$ cat src/design/trcd_pkg.sv
package trcd_pkg;
  // Array geometry
  localparam int ADDR_W  = 16;
  localparam int DATA_W  = 18;
  localparam int DEPTH   = 65536;
  // Pipeline depth from command to data or hit on the pins
  localparam int PIPE_CYC = 2;
  // Controller: idle cycles forced after a read before a write may follow
  localparam int RD_TO_WR_GAP = 3;
  localparam logic [1:0] GAP_RST = 2'h0;
  localparam logic [DATA_W-1:0] DATA_RST = 18'h00000;

  // Cycle kinds decoded from the registered controls
  typedef enum logic [4:0] {
    TRCD_DESEL   = 5'b00001,
    TRCD_READ    = 5'b00010,
    TRCD_WRITE   = 5'b00100,
    TRCD_COMPARE = 5'b01000,
    TRCD_FILL    = 5'b10000
  } trcd_cycle_t;

  // Decode of one cycle from selects, write and load controls
  function automatic trcd_cycle_t trcd_decode(input logic en_hi, input logic en_lo,
                                              input logic wr_n, input logic load_n);
    if (!(en_hi && !en_lo)) begin
      trcd_decode = TRCD_DESEL;
    end else if (wr_n && load_n) begin
      trcd_decode = TRCD_READ;
    end else if (wr_n) begin
      trcd_decode = TRCD_COMPARE;
    end else if (!load_n) begin
      trcd_decode = TRCD_WRITE;
    end else begin
      trcd_decode = TRCD_FILL;
    end
  endfunction
endpackage

$ cat src/design/trcd_if.sv
`timescale 1ns/100ps
interface trcd_if (input wire logic clk);
  import trcd_pkg::*;
  logic [ADDR_W-1:0] addr;
  logic              enable_hi_in;
  logic              enable_lo_in;
  logic              write_cmd_n;
  logic              input_load_n;
  logic              bus_drive_en_n;
  logic              hit_drive_en_n;
  // Data bus as separate drive halves
  logic [DATA_W-1:0] dq_from_ctl;
  logic              dq_ctl_oe;
  logic [DATA_W-1:0] dq_from_ram;
  logic              dq_ram_oe;
  logic              tag_hit_o;
  logic              tag_hit_oe;

  modport ram (input addr, enable_hi_in, enable_lo_in, write_cmd_n, input_load_n,
               bus_drive_en_n, hit_drive_en_n, dq_from_ctl,
               output dq_from_ram, dq_ram_oe, tag_hit_o, tag_hit_oe);
  modport ctl (output addr, enable_hi_in, enable_lo_in, write_cmd_n, input_load_n,
               bus_drive_en_n, hit_drive_en_n, dq_from_ctl, dq_ctl_oe,
               input dq_from_ram, dq_ram_oe, tag_hit_o, tag_hit_oe);
endinterface

$ cat src/design/trcd_ctl.sv
`timescale 1ns/100ps
module trcd_ctl
  import trcd_pkg::*;
(
  // Clock and reset
  input  wire logic              clk,
  input  wire logic              srst,
  // User request
  input  wire trcd_cycle_t       req_kind,
  input  wire logic              req_valid,
  input  wire logic [ADDR_W-1:0] req_addr,
  input  wire logic [DATA_W-1:0] req_data,
  output logic                   req_ready,
  // Results
  output logic [DATA_W-1:0]      rd_data,
  output logic                   rd_valid,
  output logic                   hit,
  output logic                   hit_valid,
  // Tag RAM side
  trcd_if.ctl                    bus
);
  logic [1:0]        gap_reg;
  logic [2:0]        rd_pipe_reg;
  logic [2:0]        cmp_pipe_reg;
  logic              oe_n_reg;
  logic              go;
  logic              is_wr;
  logic              bus_turn;

  // Any cycle that loads the bus or writes waits out the read turnaround
  assign is_wr     = (req_kind == TRCD_WRITE) || (req_kind == TRCD_FILL);
  assign bus_turn  = is_wr || (req_kind == TRCD_COMPARE);
  assign go        = req_valid && !(bus_turn && gap_reg != GAP_RST);
  assign req_ready = !(bus_turn && gap_reg != GAP_RST);

  // Pin drive of the next cycle
  always_ff @(posedge clk) begin
    if (srst) begin
      bus.enable_hi_in <= 1'b0;
      bus.enable_lo_in <= 1'b1;
      bus.write_cmd_n  <= 1'b1;
      bus.input_load_n <= 1'b1;
      bus.addr         <= '0;
      bus.dq_from_ctl  <= DATA_RST;
      bus.dq_ctl_oe    <= 1'b0;
    end else begin
      bus.enable_hi_in <= go && req_kind != TRCD_DESEL;
      bus.enable_lo_in <= !(go && req_kind != TRCD_DESEL);
      bus.write_cmd_n  <= !(go && is_wr);
      bus.input_load_n <= !(go && (req_kind == TRCD_WRITE || req_kind == TRCD_COMPARE));
      bus.addr         <= req_addr;
      bus.dq_from_ctl  <= req_data;
      bus.dq_ctl_oe    <= go && (req_kind == TRCD_WRITE || req_kind == TRCD_COMPARE);
    end
  end

  // Read to write spacing and bus enable
  always_ff @(posedge clk) begin
    if (srst) begin
      gap_reg  <= GAP_RST;
      oe_n_reg <= 1'b1;
    end else begin
      if (go && req_kind == TRCD_READ) begin
        gap_reg <= 2'(RD_TO_WR_GAP);
      end else if (gap_reg != GAP_RST) begin
        gap_reg <= gap_reg - 2'h1;
      end
      oe_n_reg <= !(go && req_kind == TRCD_READ) && !rd_pipe_reg[0]
                  && !rd_pipe_reg[1];
    end
  end
  assign bus.bus_drive_en_n = oe_n_reg;
  // Match driver only on while a compare result stands on the pin
  assign bus.hit_drive_en_n = !cmp_pipe_reg[2];

  // Result pipes
  always_ff @(posedge clk) begin
    if (srst) begin
      rd_pipe_reg  <= 3'h0;
      cmp_pipe_reg <= 3'h0;
      rd_valid     <= 1'b0;
      hit_valid    <= 1'b0;
      rd_data      <= DATA_RST;
      hit          <= 1'b0;
    end else begin
      rd_pipe_reg  <= {rd_pipe_reg[1:0], !bus.write_cmd_n ? 1'b0 :
                       (bus.enable_hi_in && bus.input_load_n)};
      cmp_pipe_reg <= {cmp_pipe_reg[1:0], bus.enable_hi_in && bus.write_cmd_n && !bus.input_load_n};
      rd_valid     <= rd_pipe_reg[2];
      hit_valid    <= cmp_pipe_reg[2];
      rd_data      <= bus.dq_ram_oe ? bus.dq_from_ram : DATA_RST;    // Undriven bus reads as zero
      hit          <= bus.tag_hit_oe && bus.tag_hit_o;               // Floating match reads as low
    end
  end
endmodule

$ cat src/flat_wrapper.sv
// flat-port wrapper written by rule: the top's interface ports become plain ports
module trcd_ctl_flat import trcd_pkg::*;
  (clk, srst, req_kind, req_valid, req_addr, req_data, req_ready, rd_data, rd_valid, hit, hit_valid, bus_addr, bus_enable_hi_in, bus_enable_lo_in, bus_write_cmd_n, bus_input_load_n, bus_bus_drive_en_n, bus_hit_drive_en_n, bus_dq_from_ctl, bus_dq_ctl_oe, bus_dq_from_ram, bus_dq_ram_oe, bus_tag_hit_o, bus_tag_hit_oe);
  trcd_if bus_i (.clk(clk));
  input  wire logic clk;
  input  wire logic srst;
  input  wire trcd_cycle_t req_kind;
  input  wire logic req_valid;
  input  wire logic [ADDR_W-1:0] req_addr;
  input  wire logic [DATA_W-1:0] req_data;
  output logic req_ready;
  output logic [DATA_W-1:0] rd_data;
  output logic rd_valid;
  output logic hit;
  output logic hit_valid;
  output wire logic [$bits(bus_i.addr)-1:0] bus_addr;
  output wire logic [$bits(bus_i.enable_hi_in)-1:0] bus_enable_hi_in;
  output wire logic [$bits(bus_i.enable_lo_in)-1:0] bus_enable_lo_in;
  output wire logic [$bits(bus_i.write_cmd_n)-1:0] bus_write_cmd_n;
  output wire logic [$bits(bus_i.input_load_n)-1:0] bus_input_load_n;
  output wire logic [$bits(bus_i.bus_drive_en_n)-1:0] bus_bus_drive_en_n;
  output wire logic [$bits(bus_i.hit_drive_en_n)-1:0] bus_hit_drive_en_n;
  output wire logic [$bits(bus_i.dq_from_ctl)-1:0] bus_dq_from_ctl;
  output wire logic [$bits(bus_i.dq_ctl_oe)-1:0] bus_dq_ctl_oe;
  input wire logic [$bits(bus_i.dq_from_ram)-1:0] bus_dq_from_ram;
  input wire logic [$bits(bus_i.dq_ram_oe)-1:0] bus_dq_ram_oe;
  input wire logic [$bits(bus_i.tag_hit_o)-1:0] bus_tag_hit_o;
  input wire logic [$bits(bus_i.tag_hit_oe)-1:0] bus_tag_hit_oe;
  assign bus_addr = bus_i.addr;
  assign bus_enable_hi_in = bus_i.enable_hi_in;
  assign bus_enable_lo_in = bus_i.enable_lo_in;
  assign bus_write_cmd_n = bus_i.write_cmd_n;
  assign bus_input_load_n = bus_i.input_load_n;
  assign bus_bus_drive_en_n = bus_i.bus_drive_en_n;
  assign bus_hit_drive_en_n = bus_i.hit_drive_en_n;
  assign bus_dq_from_ctl = bus_i.dq_from_ctl;
  assign bus_dq_ctl_oe = bus_i.dq_ctl_oe;
  assign bus_i.dq_from_ram = bus_dq_from_ram;
  assign bus_i.dq_ram_oe = bus_dq_ram_oe;
  assign bus_i.tag_hit_o = bus_tag_hit_o;
  assign bus_i.tag_hit_oe = bus_tag_hit_oe;
  trcd_ctl u_core (.clk(clk), .srst(srst), .req_kind(req_kind), .req_valid(req_valid), .req_addr(req_addr), .req_data(req_data), .req_ready(req_ready), .rd_data(rd_data), .rd_valid(rd_valid), .hit(hit), .hit_valid(hit_valid), .bus(bus_i));
endmodule
$ cat config.mk
export PLATFORM = sky130hd
export DESIGN_NAME = trcd_ctl_flat
export DESIGN_NICKNAME = d
export VERILOG_FILES = /design/src/design/trcd_pkg.sv /design/src/design/trcd_if.sv /design/src/design/trcd_ctl.sv /design/src/flat_wrapper.sv
export SDC_FILE = /design/constraint.sdc
export NUM_CORES = 1
export LEC_CHECK = 0
export BUFFER_PORTS_ARGS = -buffer_cell sky130_fd_sc_hd__buf_2
export CAP_MARGIN = 15
export CORE_UTILIZATION = 44
export DETAILED_ROUTE_END_ITERATION = 16
export PLACE_DENSITY = 0.91
export SLEW_MARGIN = 20
export SYNTH_ARGS = -nofsm -noshare
export SYNTH_HDL_FRONTEND = slang
export SYNTH_SLANG_ARGS = --single-unit
$ cat constraint.sdc
create_clock -name clk -period 2.63 [get_ports clk]
set_input_delay 0.263 -clock clk [delete_from_list [all_inputs] [get_ports clk]]
set_output_delay 0.263 -clock clk [all_outputs]
set_load 0.05 [all_outputs]
==> Word level (Yosys, flattened, before mapping) <==
Cells that the tools add are included.
{ "classes": {"n_reduce_logical": 28, "n_bitwise": 2, "addsub": 1, "mux": 2, "n_eq_ne": 5} }
{ "ops": {"columns": ["cell", "count"], "rows": [
  ["logical AND 1 bit", 12],
  ["zero test 1 bit", 9],
  ["equality test 5 x 2 -> 1 bit (second input constant)", 1],
  ["equality test 5 x 3 -> 1 bit (second input constant)", 1],
  ["equality test 5 x 4 -> 1 bit (second input constant)", 1],
  ["equality test 5 bit (second input constant)", 1],
  ["inequality test 5 x 1 -> 1 bit (second input constant)", 1],
  ["2-to-1 mux 2 bit", 2],
  ["nonzero test 2 bit", 2],
  ["OR reduction 2 bit", 2],
  ["logical OR 1 bit", 3],
  ["inverter 1 bit", 2],
  ["subtractor 2 x 1 -> 2 bit (second input constant)", 1]
]} }
{ "totals": {"output_inout_bits": 63, "input_bits": 63, "regBits": 69, "word_cells": 54} }

==> Logic depth before layout (Yosys ltp) <==
Gate-level depths: netlist (run 1).
{ "depth": {"depth_word": 10, "depth_mapped": 5, "ltp_nobuf": 5} }

==> Worst setup path after synthesis (run 1) <==
No wires, ideal clock.
{ "synth_timing": {"kind": "input port to flip-flop", "startpoint": "input port req_kind[2]", "endpoint": "register u_core.bus.enable_lo_in", "slack_ns": 0.835, "path_stages": 3, "arrival_time_ns": 1.589, "required_time_ns": 2.425, "path_buffers": 0, "setup_time_ns": 0.205, "path_cell_list": "xor2_1 -> o211ai_1 -> o311ai_0"} }
{ "synth_via": {"elab_chain_len": 8, "word_cells_on_any_way": 11, "cone_classes": "eq/ne (4); reduce/logical (7)"} }
{ "synth_rtl": {"columns": ["item", "line", "rtl"], "rows": [
  ["start, declared", "flat_wrapper.sv:7", "input wire trcd_cycle_t req_kind;"],
  ["equality test 5 x 3 -> 1 bit / equality test 5 bit (equally long branches)", "trcd_ctl.sv:31", "assign is_wr = (req_kind == TRCD_WRITE) || (req_kind == TRCD_FILL);"],
  ["logical OR 1 bit", "trcd_ctl.sv:31", null],
  ["logical OR 1 bit (*)", "trcd_ctl.sv:32", "assign bus_turn = is_wr || (req_kind == TRCD_COMPARE);"],
  ["logical AND 1 bit (*)", null, null],
  ["zero test 1 bit (*)", null, null],
  ["net req_ready", "flat_wrapper.sv:11", "output logic req_ready;"],
  ["logical AND 1 bit (*)", "trcd_ctl.sv:33", "assign go = req_valid && !(bus_turn && gap_reg != GAP_RST);"],
  ["logical AND 1 bit (*)", "trcd_ctl.sv:48", "bus.enable_lo_in <= !(go && req_kind != TRCD_DESEL);"],
  ["zero test 1 bit (*)", "trcd_ctl.sv:48", null],
  ["end signal, assigned", "trcd_ctl.sv:48", null],
  ["end, declared", "trcd_if.sv:22", "modport ctl (output addr, enable_hi_in, enable_lo_in, write_cmd_n, input_load_n,"]
]} }
Mark *: on every way through the listed nets, which the timed path passes. The rest lies on a longest branch.
A chain may end at the register's enable or synchronous reset.

==> Final worst setup path (run 1) <==
{ "layout_timing": {"startpoint": "register u_core.gap_reg[0]", "endpoint": "output port req_ready"} }
{ "layout_via": {"elab_chain_len": 3} }
{ "layout_rtl": {"columns": ["item", "line", "rtl"], "rows": [
  ["start, declared", "trcd_ctl.sv:22", "logic [1:0] gap_reg;"],
  ["start signal, assigned", "trcd_ctl.sv:64", "gap_reg <= 2'(RD_TO_WR_GAP);"],
  ["start signal, assigned", "trcd_ctl.sv:66", "gap_reg <= gap_reg - 2'h1;"],
  ["nonzero test 2 bit", "trcd_ctl.sv:34", "assign req_ready = !(bus_turn && gap_reg != GAP_RST);"],
  ["logical AND 1 bit", "trcd_ctl.sv:34", null],
  ["zero test 1 bit", "trcd_ctl.sv:34", null],
  ["end, declared", "flat_wrapper.sv:11", null]
]} }
Every way passes these cells.

==> results.toml, run 1 <==
[final_layout]
nets = 361
drive_gt1_share_pct = 48.3
final_util_pct = 66.7
antennaDiodeCount = 0
largestRegisters = "u_core.bus.dq_from_ctl: 18 flops, u_core.rd_data: 18 flops, u_core.bus.addr: 16 flops"
fillers = 360
syn_to_final_growth_pct = 46.6

[job]
drv_cap = 0

[setup_path]
rrSetupSlack_ns = 1.32
cp-startpoint = "u_core.gap_reg[0]$_SDFFE_PP0P_"
critPathCaptureType = "primary output"
r2r-end = "u_core.bus.dq_ctl_oe$_SDFF_PP0_"
arrival_ns = 1.61
start_kind = "register"
cp_max_fo = 5
endpoint = "req_ready"
reg2reg_from = "u_core.gap_reg[0]$_SDFFE_PP0P_"
worstSetupPathType = "register to primary output"
required_ns = 2.37
reg2regPathDepth = 5

[yosys]
yosys.cell_types.count = 23
avgSynthCellArea_um2 = 11.9
syn-num-nets = 230
synth_warnings = 0
syn_area_um2 = 1980
synth_edf_count = 0
yosysTopAreaCellShare_pct = 69.7
synth_seq_cells = 69
ys_seq_area_share_pct = 69.7
ys.flop_type = "dfxtp_1"
yosys.area.top_type = "dfxtp_1"
synth-async-reset-ratio_pct = 0
syn_inst = 166
synthTopCellsByArea = "dfxtp_1, nor2b_1, and2_1, clkbuf_1, or3_4"

[clock_tree]
htreeDepth = 3
worstSkewPairLatency_ns = 0.32
cts_setup_buffers = 0
cts-buffers-inserted = 9
cts_resized = 0
clock_path_buffers = 2
cts_tree = "yes"
clock_sinks = 69
cts-root-buf = "clkbuf_8"
hold_buffers = 0
clkTransAtPathRegs_ns = 0.07

[sta]
maxSlewHeadroom_pct = 45.1
rsz0062_at_grt = "false"
hold_violations = 0
min_period_ns = 1.87
finalCritPeriodShare_pct = 71.1
tightestPinTransition_ns = 0.822
setup_slack_ns = 0.761
worst_clock_skew_ns = 0.00159
fin_tns_setup_ns = 0
slew_viol_final = 0
fmax_mhz = 535
setup_viol = 0

[floorplan]
row_count = 24
initial_core_util_pct = 45.5
core_um2 = 4350
die_area_um2 = 4780
io_pins = 126
die_y_um = 69.1
die_w_um = 69.1

[grt]
grt_first_pass_wirelength_mm = 5.78
grt_max_degree = 48
antenna_found_initial = 0
grt_use_total_pct = 15.5
grt_pass1_vias = 1442
gr-total-overflow = 0

[place]
dp_hpwl_mm = 2.70
place_congestion = 0.718
pre_cts_ws_ns = 1.11
numPortBuffers = 125

[drt]
dr.pass1.iters = 5
drc_errors = 0
vias_per_cell = 4.32
drt_iter0_drc = 25
final_antenna_net_count = 0
wirelength_mm = 3.61
vias = 1528
wire_per_inst_um = 10.2

[run_status]
status = "complete, no violations"

[power]
powerDensity_nw_per_um2 = 866
peakVddDrop_mv = 0.733
p_total_uw = 2520
leakagePower_uw = 0.00145
pwr-share-seq_pct = 44.4
p_sw_uw = 651
power_frac_clock_pct = 40.6
combPwrFrac_pct = 14.9
p_int_uw = 1870
switching_share_pct = 25.9

[min_path]
hold_path.class = "input port to register"
hold_start = "bus_dq_from_ram[12]"
stage by stage:
| stage | hold slack [ns] | cell area [um2] | std cells |
|---|---|---|---|
| after CTS | 0.119 | 2910 | 354 |
| after global routing | 0.121 | 2910 | 354 |
| after floorplan | 0.373 | 1980 | 166 |
| after global placement | 0.422 | 2660 | 338 |
| final | 0.135 | 2910 | 354 |
| after detailed placement | 0.422 | 2660 | 338 |
final cells by class:
cell class	count	area (um2)	share of cell area, %
multi-input cells	87	563	19.4
flip-flops and latches	69	1380	47.5
clock inverters	7	124	4.26
well taps	52	65.1	2.24
clock buffers	9	124	4.26
inverters	4	15.0	0.517
repair buffers	126	633	21.8
metal layers:
| metal | GRT usage, % | up-vias | wire (um) |
|---|---|---|---|
| met5 | 0 | - | 0 |
| met3 | 5.12 | 5 | 283 |
| met4 | 9.07 | 0 | 44 |
| met2 | 28.3 | 72 | 1880 |
| met1 | 15.0 | 673 | 1410 |
| li1 | - | 778 | - |
worst max-delay path: stages (launching register included):
cell	delay [ns]
dfxtp_1	0.34
inv_1	0.05
ha_1	0.25
nor3_1	0.19
o211ai_1	0.19
buf_2	0.27
cell usage after synthesis (all sizes together) (2+ instances only):
cell,instances
nor2,4
and2,18
or3,2
inv,4
nor3b,2
nand2,3
nor2b,41
xor2,2
clkbuf,6
dfxtp,69
nor3,2
a21oi,2
how the worst min path moves through the flow:
stage | depth (start not counted) | end | slack (ns)
after floorplan | 1 | u_core.bus.write_cmd_n$_SDFF_PP1_ | 0.37
after global placement | 1 | u_core.cmp_pipe_reg[1]$_SDFF_PP0_ | 0.42
after detailed placement | 1 | u_core.cmp_pipe_reg[2]$_SDFF_PP0_ | 0.42
after CTS | 2 | u_core.rd_data[12]$_SDFF_PP0_ | 0.12
after global routing | 2 | u_core.bus.addr[1]$_SDFF_PP0_ | 0.12
final | 2 | u_core.rd_data[12]$_SDFF_PP0_ | 0.13
cells in the final DEF (no fill, tap or decap), types with 2 or more instances in the layout:
cell type	count
buf_2	125
bufinv_16	3
a21oi_1	2
or3_4	2
nor2b_1	41
clkinv_4	3
nor3_1	2
and2_1	18
nor2_1	4
nand2_1	3
clkbuf_8	9
dfxtp_1	69
nor3b_1	2
inv_1	4
xor2_1	2
power by group through the flow:
stage | clock network (uW) | registers [uW] | logic, uW
floorplan | 0 | 1300 | 118
global placement | 0 | 1140 | 371
detailed placement | 0 | 1140 | 379
CTS | 1050 | 1120 | 380
global route | 1090 | 1120 | 404
finish | 1020 | 1120 | 376
cell families (layout without fill, tap and decap cells):
kind of cell	after synthesis	in the layout	synth area share [%]
multiplexers	1	1	0.568
buffers and inverters	10	146	1.89
XOR/XNOR	3	3	1.33
AND/OR/NAND/NOR	75	75	23.4
AO/OA/AOI/OAI	7	7	2.53
adder cells (fa/ha/maj)	1	1	0.631
flip-flops	69	69	69.7
(Power assumes the default switching activity.)
==> run 2, diff against run 1 <==
--- a/config.mk
+++ b/config.mk
@@ -5,11 +5,12 @@
 export SDC_FILE = /design/constraint.sdc
 export NUM_CORES = 1
 export LEC_CHECK = 0
+export ABC_AREA = 1
 export BUFFER_PORTS_ARGS = -buffer_cell sky130_fd_sc_hd__buf_2
 export CAP_MARGIN = 15
-export CORE_UTILIZATION = 44
+export CORE_UTILIZATION = 38
 export DETAILED_ROUTE_END_ITERATION = 16
-export PLACE_DENSITY = 0.91
+export PLACE_DENSITY = 0.82
 export SLEW_MARGIN = 20
 export SYNTH_ARGS = -nofsm -noshare
 export SYNTH_HDL_FRONTEND = slang
==> constraint.sdc (replaced) <==
create_clock -name clk -period 1.7 [get_ports clk]
set_input_delay 0.17 -clock clk [delete_from_list [all_inputs] [get_ports clk]]
set_output_delay 0.17 -clock clk [all_outputs]
set_load 0.05 [all_outputs]
==> run 2 against run 1 <==
Effect of this change: global-route usage fell by 0.096 points; routed wire length grew 17%; combinational power is 56% higher; clock skew grew 0.0017 ns; clock power increased by 6%; non-clock buffer count increased by 1; first-iteration DRC count rose by 84%; count of clock-buffer cells in the layout up 4; cell count up 27%; design area up 2.1%; sequential share of layout area shrank 0.98 points.
==> results.toml, run 2 <==
[run_status]
status = "complete, no violations"

[clock_tree]
clkTransAtPathRegs_ns = 0.07
htreeDepth = 3
cts_resized = 0
cts_tree = "yes"
clock_sinks = 69
worstSkewPairLatency_ns = 0.33
cts-buffers-inserted = 9
cts-root-buf = "clkbuf_8"
clock_path_buffers = 2
hold_buffers = 0
cts_setup_buffers = 0

[floorplan]
row_count = 26
die_area_um2 = 5840
initial_core_util_pct = 40.4
core_um2 = 5200
io_pins = 126
die_y_um = 76.4
die_w_um = 76.4

[sta]
slew_viol_final = 0
rsz0062_at_grt = "false"
maxSlewHeadroom_pct = 63.5
finalCritPeriodShare_pct = 88.8
worst_clock_skew_ns = 0.00327
min_period_ns = 1.51
fmax_mhz = 662
hold_violations = 0
fin_tns_setup_ns = 0
tightestPinTransition_ns = 0.547
setup_viol = 0

[place]
placed_cell_area_um2 = 2810
dp_hpwl_mm = 3.25
numPortBuffers = 125
place_congestion = 0.735

[yosys]
syn_inst = 242
syn_area_um2 = 2100
synth_warnings = 0
synth_most_common_cell = "dfxtp_1"
synth_seq_cells = 69
yosys.area.top_type = "dfxtp_1"
ys_top_cells_by_count = "dfxtp_1, inv_1, nor2_1"
ys_seq_area_share_pct = 65.6
avgSynthCellArea_um2 = 8.70
syn-num-nets = 306
synth_edf_count = 0
synth-async-reset-ratio_pct = 0
synthTopCellsByArea = "dfxtp_1, inv_1, nor2_1, nand2_1, nand2_4"
yosysTopAreaCellShare_pct = 65.6
ys.flop_type = "dfxtp_1"
yosys.cell_types.count = 20

[setup_path]
reg2regPathDepth = 8
critPathCaptureType = "primary output"
arrival_ns = 1.34
crit_top_cell = "inv_1"
reg2reg_from = "u_core.gap_reg[0]$_SDFFE_PP0P_"
r2r-end = "u_core.bus.dq_ctl_oe$_SDFF_PP0_"
max_stage_delay_ns = 0.34
cp_max_fo = 3
crit_family = "buffers and inverters"
start_kind = "register"
cp-startpoint = "u_core.gap_reg[0]$_SDFFE_PP0P_"
crit_buf_inv = 3
rrSetupSlack_ns = 0.59
slowest_stage = "dfxtp_1"
worstSetupPathType = "register to primary output"
cp_cell_sequence = "inv_1 > ha_1 > inv_1 > nand2_4 > buf_2"
required_ns = 1.53
worst-path-stages = 5

[power]
p_sw_uw = 967
pwr-share-seq_pct = 50.9
leakagePower_uw = 0.00175
p_int_uw = 2430
peakVddDrop_mv = 0.551
switching_share_pct = 28.4
powerDensity_nw_per_um2 = 1150
combPwrFrac_pct = 17.3
power_frac_clock_pct = 31.8
p_total_uw = 3400

[grt]
gr-usage-met2_pct = 27.3
top_usage_layer = "met2"
grt_pass1_vias = 1729
grt_use_total_pct = 15.4
grt_first_pass_wirelength_mm = 6.91
antenna_found_initial = 0
grt_max_degree = 26
grt_use_met3_pct = 7.31
gr-total-overflow = 0
use_met1_pct = 14.6

[drt]
final_antenna_net_count = 0
vias_per_cell = 4.06
wire_per_inst_um = 9.42
dr.pass1.iters = 6
drt_iter0_drc = 46
vias = 1819
wirelength_mm = 4.22
drc_errors = 0

[min_path]
hold_path.class = "input port to register"
min_to = "u_core.bus.dq_from_ctl[12]$_SDFF_PP0_"
whs_path_depth = 3
hold_start = "req_data[12]"

[final_layout]
syn_to_final_growth_pct = 41.0
mostFrequentLayoutCell = "buf_2"
layout_common_cells = "buf_2, dfxtp_1, inv_1"
final_design_area_no_fill_um2 = 2970
nets = 438
final_util_pct = 57.0
drive_gt1_share_pct = 39.7
largestRegisters = "u_core.bus.dq_from_ctl: 18 flops, u_core.rd_data: 18 flops, u_core.bus.addr: 16 flops"
antennaDiodeCount = 0

[job]
drv_cap = 0
[run 2: changes by cell type in the layout (fill, tap and decap cells not counted), sizes merged, moves of 2 or more]
cell | previous run | this run
and2 | 18 | 0
bufinv | 3 | 0
clkbuf | 9 | 13
inv | 4 | 70
nand2 | 3 | 17
nand3 | 1 | 4
nor2 | 4 | 67
nor2b | 41 | 0
nor3b | 2 | 0
or3 | 2 | 0
[run 2: metal layers]
metal	wire, um	vias up
li1	-	932
met1	1630	788
met2	2100	93
met3	438	6
met4	51	0
met5	0	-
[run 2: metrics by stage]
stage / hold WS [ns] / cells / worst slack (ns)
4_1_cts: 0.0155 / 448 / 0.159
2_1_floorplan: 0.277 / 242 / 0.545
5_1_grt: 0.0210 / 448 / 0.0973
6_report: 0.0391 / 448 / 0.190
3_3_place_gp: 0.367 / 433 / 0.550
3_5_place_dp: 0.378 / 433 / 0.530
[run 2: worst max-delay path by stage]
| stage | endpoint |
|---|---|
| CTS | req_ready |
| floorplan | u_core.bus.dq_ctl_oe$_SDFF_PP0_ |
| global placement | req_ready |
| finish | req_ready |
| global route | req_ready |
| detailed placement | req_ready |
[run 2: logic make-up after synthesis]
kind of cell	count (synthesis)	synth area share, %
and+or+nand+nor	91	18.6
buffers and inverters	76	13.7
DFF	69	65.6
AOI/OAI and AO/OA	4	1.07
xor gates and xnor gates	1	0.416
adders and majority gates	1	0.594
[run 2: area by class of cell]
cell class | count | area, um2
multi-input cells | 97 | 435
clock inverters | 2 | 10.0
well taps | 70 | 87.6
flip-flops and latches | 69 | 1380
clock buffers | 13 | 149
fillers | 487 | 2240
repair buffers | 127 | 641
inverters | 70 | 263
[run 2: power groups by stage]
stage                     Sequential (uW)  Combinational (uW)  Clock (uW)
final                                1730                 588        1080
after floorplan                      2000                 178           0
after global routing                 1740                 632        1210
after detailed placement             1770                 588           0
after global placement               1760                 574           0
after CTS                            1730                 593        1130
[run 2: worst reg2reg max path: stages, from the launching register on]
cell     delay (ns)
dfxtp_1        0.34
inv_1          0.05
ha_1           0.21
inv_1          0.13
nand2_4        0.08
nand2_4        0.08
nor2_4         0.04
nand2_2        0.07
inv_2          0.03
==> run 3, diff against run 2 <==
--- a/config.mk
+++ b/config.mk
@@ -8,9 +8,9 @@
 export ABC_AREA = 1
 export BUFFER_PORTS_ARGS = -buffer_cell sky130_fd_sc_hd__buf_2
 export CAP_MARGIN = 15
-export CORE_UTILIZATION = 38
+export CORE_UTILIZATION = 42
 export DETAILED_ROUTE_END_ITERATION = 16
-export PLACE_DENSITY = 0.82
+export PLACE_DENSITY = 0.86
 export SLEW_MARGIN = 20
 export SYNTH_ARGS = -nofsm -noshare
 export SYNTH_HDL_FRONTEND = slang
==> constraint.sdc (replaced) <==
create_clock -name clk -period 1.6 [get_ports clk]
set_input_delay 0.16 -clock clk [delete_from_list [all_inputs] [get_ports clk]]
set_output_delay 0.16 -clock clk [all_outputs]
set_load 0.05 [all_outputs]
==> run 3 against run 2 <==
Effect of this change: flip-flop and latch count unchanged; sequential power is 6% higher; global-route usage is 1.1 points higher; utilization grew 6.2 points; via count down 1.5%; die area down 9.3%; design area rose by 2.0%; register-to-register slack worse by 0.07 ns; routed wire length is 3.9% lower; critical path type unchanged.
==> results.toml, run 3 (synthesis results as in run 2) <==
[drt]
final_antenna_net_count = 0
vias_per_cell = 4.04
wirelength_mm = 4.05
vias = 1792
drt_iter0_drc = 48
drc_errors = 0
wire_per_inst_um = 9.13
dr.pass1.iters = 4

[clock_tree]
cts_resized = 0
clock_sinks = 69
hold_buffers = 0
clock_path_buffers = 2
worstSkewPairLatency_ns = 0.32
cts_tree = "yes"
cts-buffers-inserted = 9
cts-root-buf = "clkbuf_8"
cts_setup_buffers = 0
htreeDepth = 3
clkTransAtPathRegs_ns = 0.07

[grt]
grt_first_pass_wirelength_mm = 6.63
grt_max_degree = 41
grt_use_total_pct = 16.5
antenna_found_initial = 0
grt_pass1_vias = 1713
gr-total-overflow = 0

[place]
numPortBuffers = 125
place_congestion = 0.780
dp_hpwl_mm = 3.07
placed_cell_area_um2 = 2810
dp_cells = 429

[setup_path]
cp-startpoint = "u_core.gap_reg[0]$_SDFFE_PP0P_"
cp_max_fo = 3
worstSetupPathType = "register to primary output"
required_ns = 1.44
start_kind = "register"
critPathCaptureType = "primary output"
reg2reg_from = "u_core.gap_reg[0]$_SDFFE_PP0P_"
arrival_ns = 1.31

[run_status]
status = "complete, no violations"

[sta]
rsz0062_at_grt = "false"
hold_violations = 0
worst_clock_skew_ns = 0.00412
tightestPinTransition_ns = 0.560
slew_viol_final = 0
finalCritPeriodShare_pct = 91.8
whs_ns = 0.0312
min_period_ns = 1.47
maxSlewHeadroom_pct = 62.6
fmax_mhz = 681
fin_tns_setup_ns = 0
setup_viol = 0

[final_layout]
syn_to_final_growth_pct = 43.8
drive_gt1_share_pct = 40.3
ff_latch_area_um2 = 1380
multi_input_area_um2 = 435
layout_common_cells = "buf_2, dfxtp_1, inv_1, nor2_1, nand2_1"
antennaDiodeCount = 0
final_util_pct = 63.2
largestRegisters = "u_core.bus.dq_from_ctl: 18 flops, u_core.rd_data: 18 flops, u_core.bus.addr: 16 flops"
mostFrequentLayoutCell = "buf_2"
fillers = 425
final_design_area_no_fill_um2 = 3030
final-instance-count-excl-fill = 444
nets = 437

[min_path]
hold_path.class = "input port to register"
hold_start = "req_data[2]"

[floorplan]
initial_core_util_pct = 44.0
row_count = 25
core_um2 = 4790
die_area_um2 = 5300
io_pins = 126
die_y_um = 72.8
die_w_um = 72.8

[job]
drv_cap = 0

[power]
peakVddDrop_mv = 0.947
leakagePower_uw = 0.00178
powerDensity_nw_per_um2 = 1310
## run 3: worst paths after layout
kind | to | slack (ns) | depth (start not counted)
worst min register to register | u_core.cmp_pipe_reg[1]$_SDFF_PP0_ | 0.40 | 2
worst max-delay path | req_ready | 0.13 | 5
worst min-delay path | u_core.bus.dq_from_ctl[2]$_SDFF_PP0_ | 0.03 | 3
worst max register to register | u_core.bus.dq_ctl_oe$_SDFF_PP0_ | 0.52 | 8
## run 3: where the power goes
part | switching, uW | leakage [uW] | internal [uW]
Sequential | 27.8 | 0.000570 | 1810
Combinational | 436 | 0.00110 | 185
Clock | 595 | 0.000105 | 910
## run 3: final cells by class
class | instances | share of cell area (%)
clock inverters | 4 | 2.40
clock buffers | 11 | 4.67
repair buffers | 126 | 21.4
multi-input cells | 97 | 14.4
inverters | 70 | 8.68
flip-flops and latches | 69 | 45.7
well taps | 67 | 2.77
## run 3: critical path: stages, from the launching register on
cell and delay (ns):
dfxtp_1 0.35, inv_1 0.05, ha_1 0.22, inv_2 0.09, nand2_4 0.07, clkbuf_4 0.21
## run 3: metrics by stage
| step | total power [uW] | worst slack (ns) |
|---|---|---|
| finish | 3970 | 0.132 |
| global route | 4150 | 0.0419 |
| CTS | 4010 | 0.0722 |
| detailed placement | 2500 | 0.438 |
| global placement | 2480 | 0.457 |
| floorplan | 2320 | 0.445 |
## run 3: metal layers
layer / routed length (um) / track usage [%]
met1: 1520 / 16.0
met3: 410 / 6.35
met5: 0 / 0
met4: 73 / 9.80
met2: 2050 / 29.8
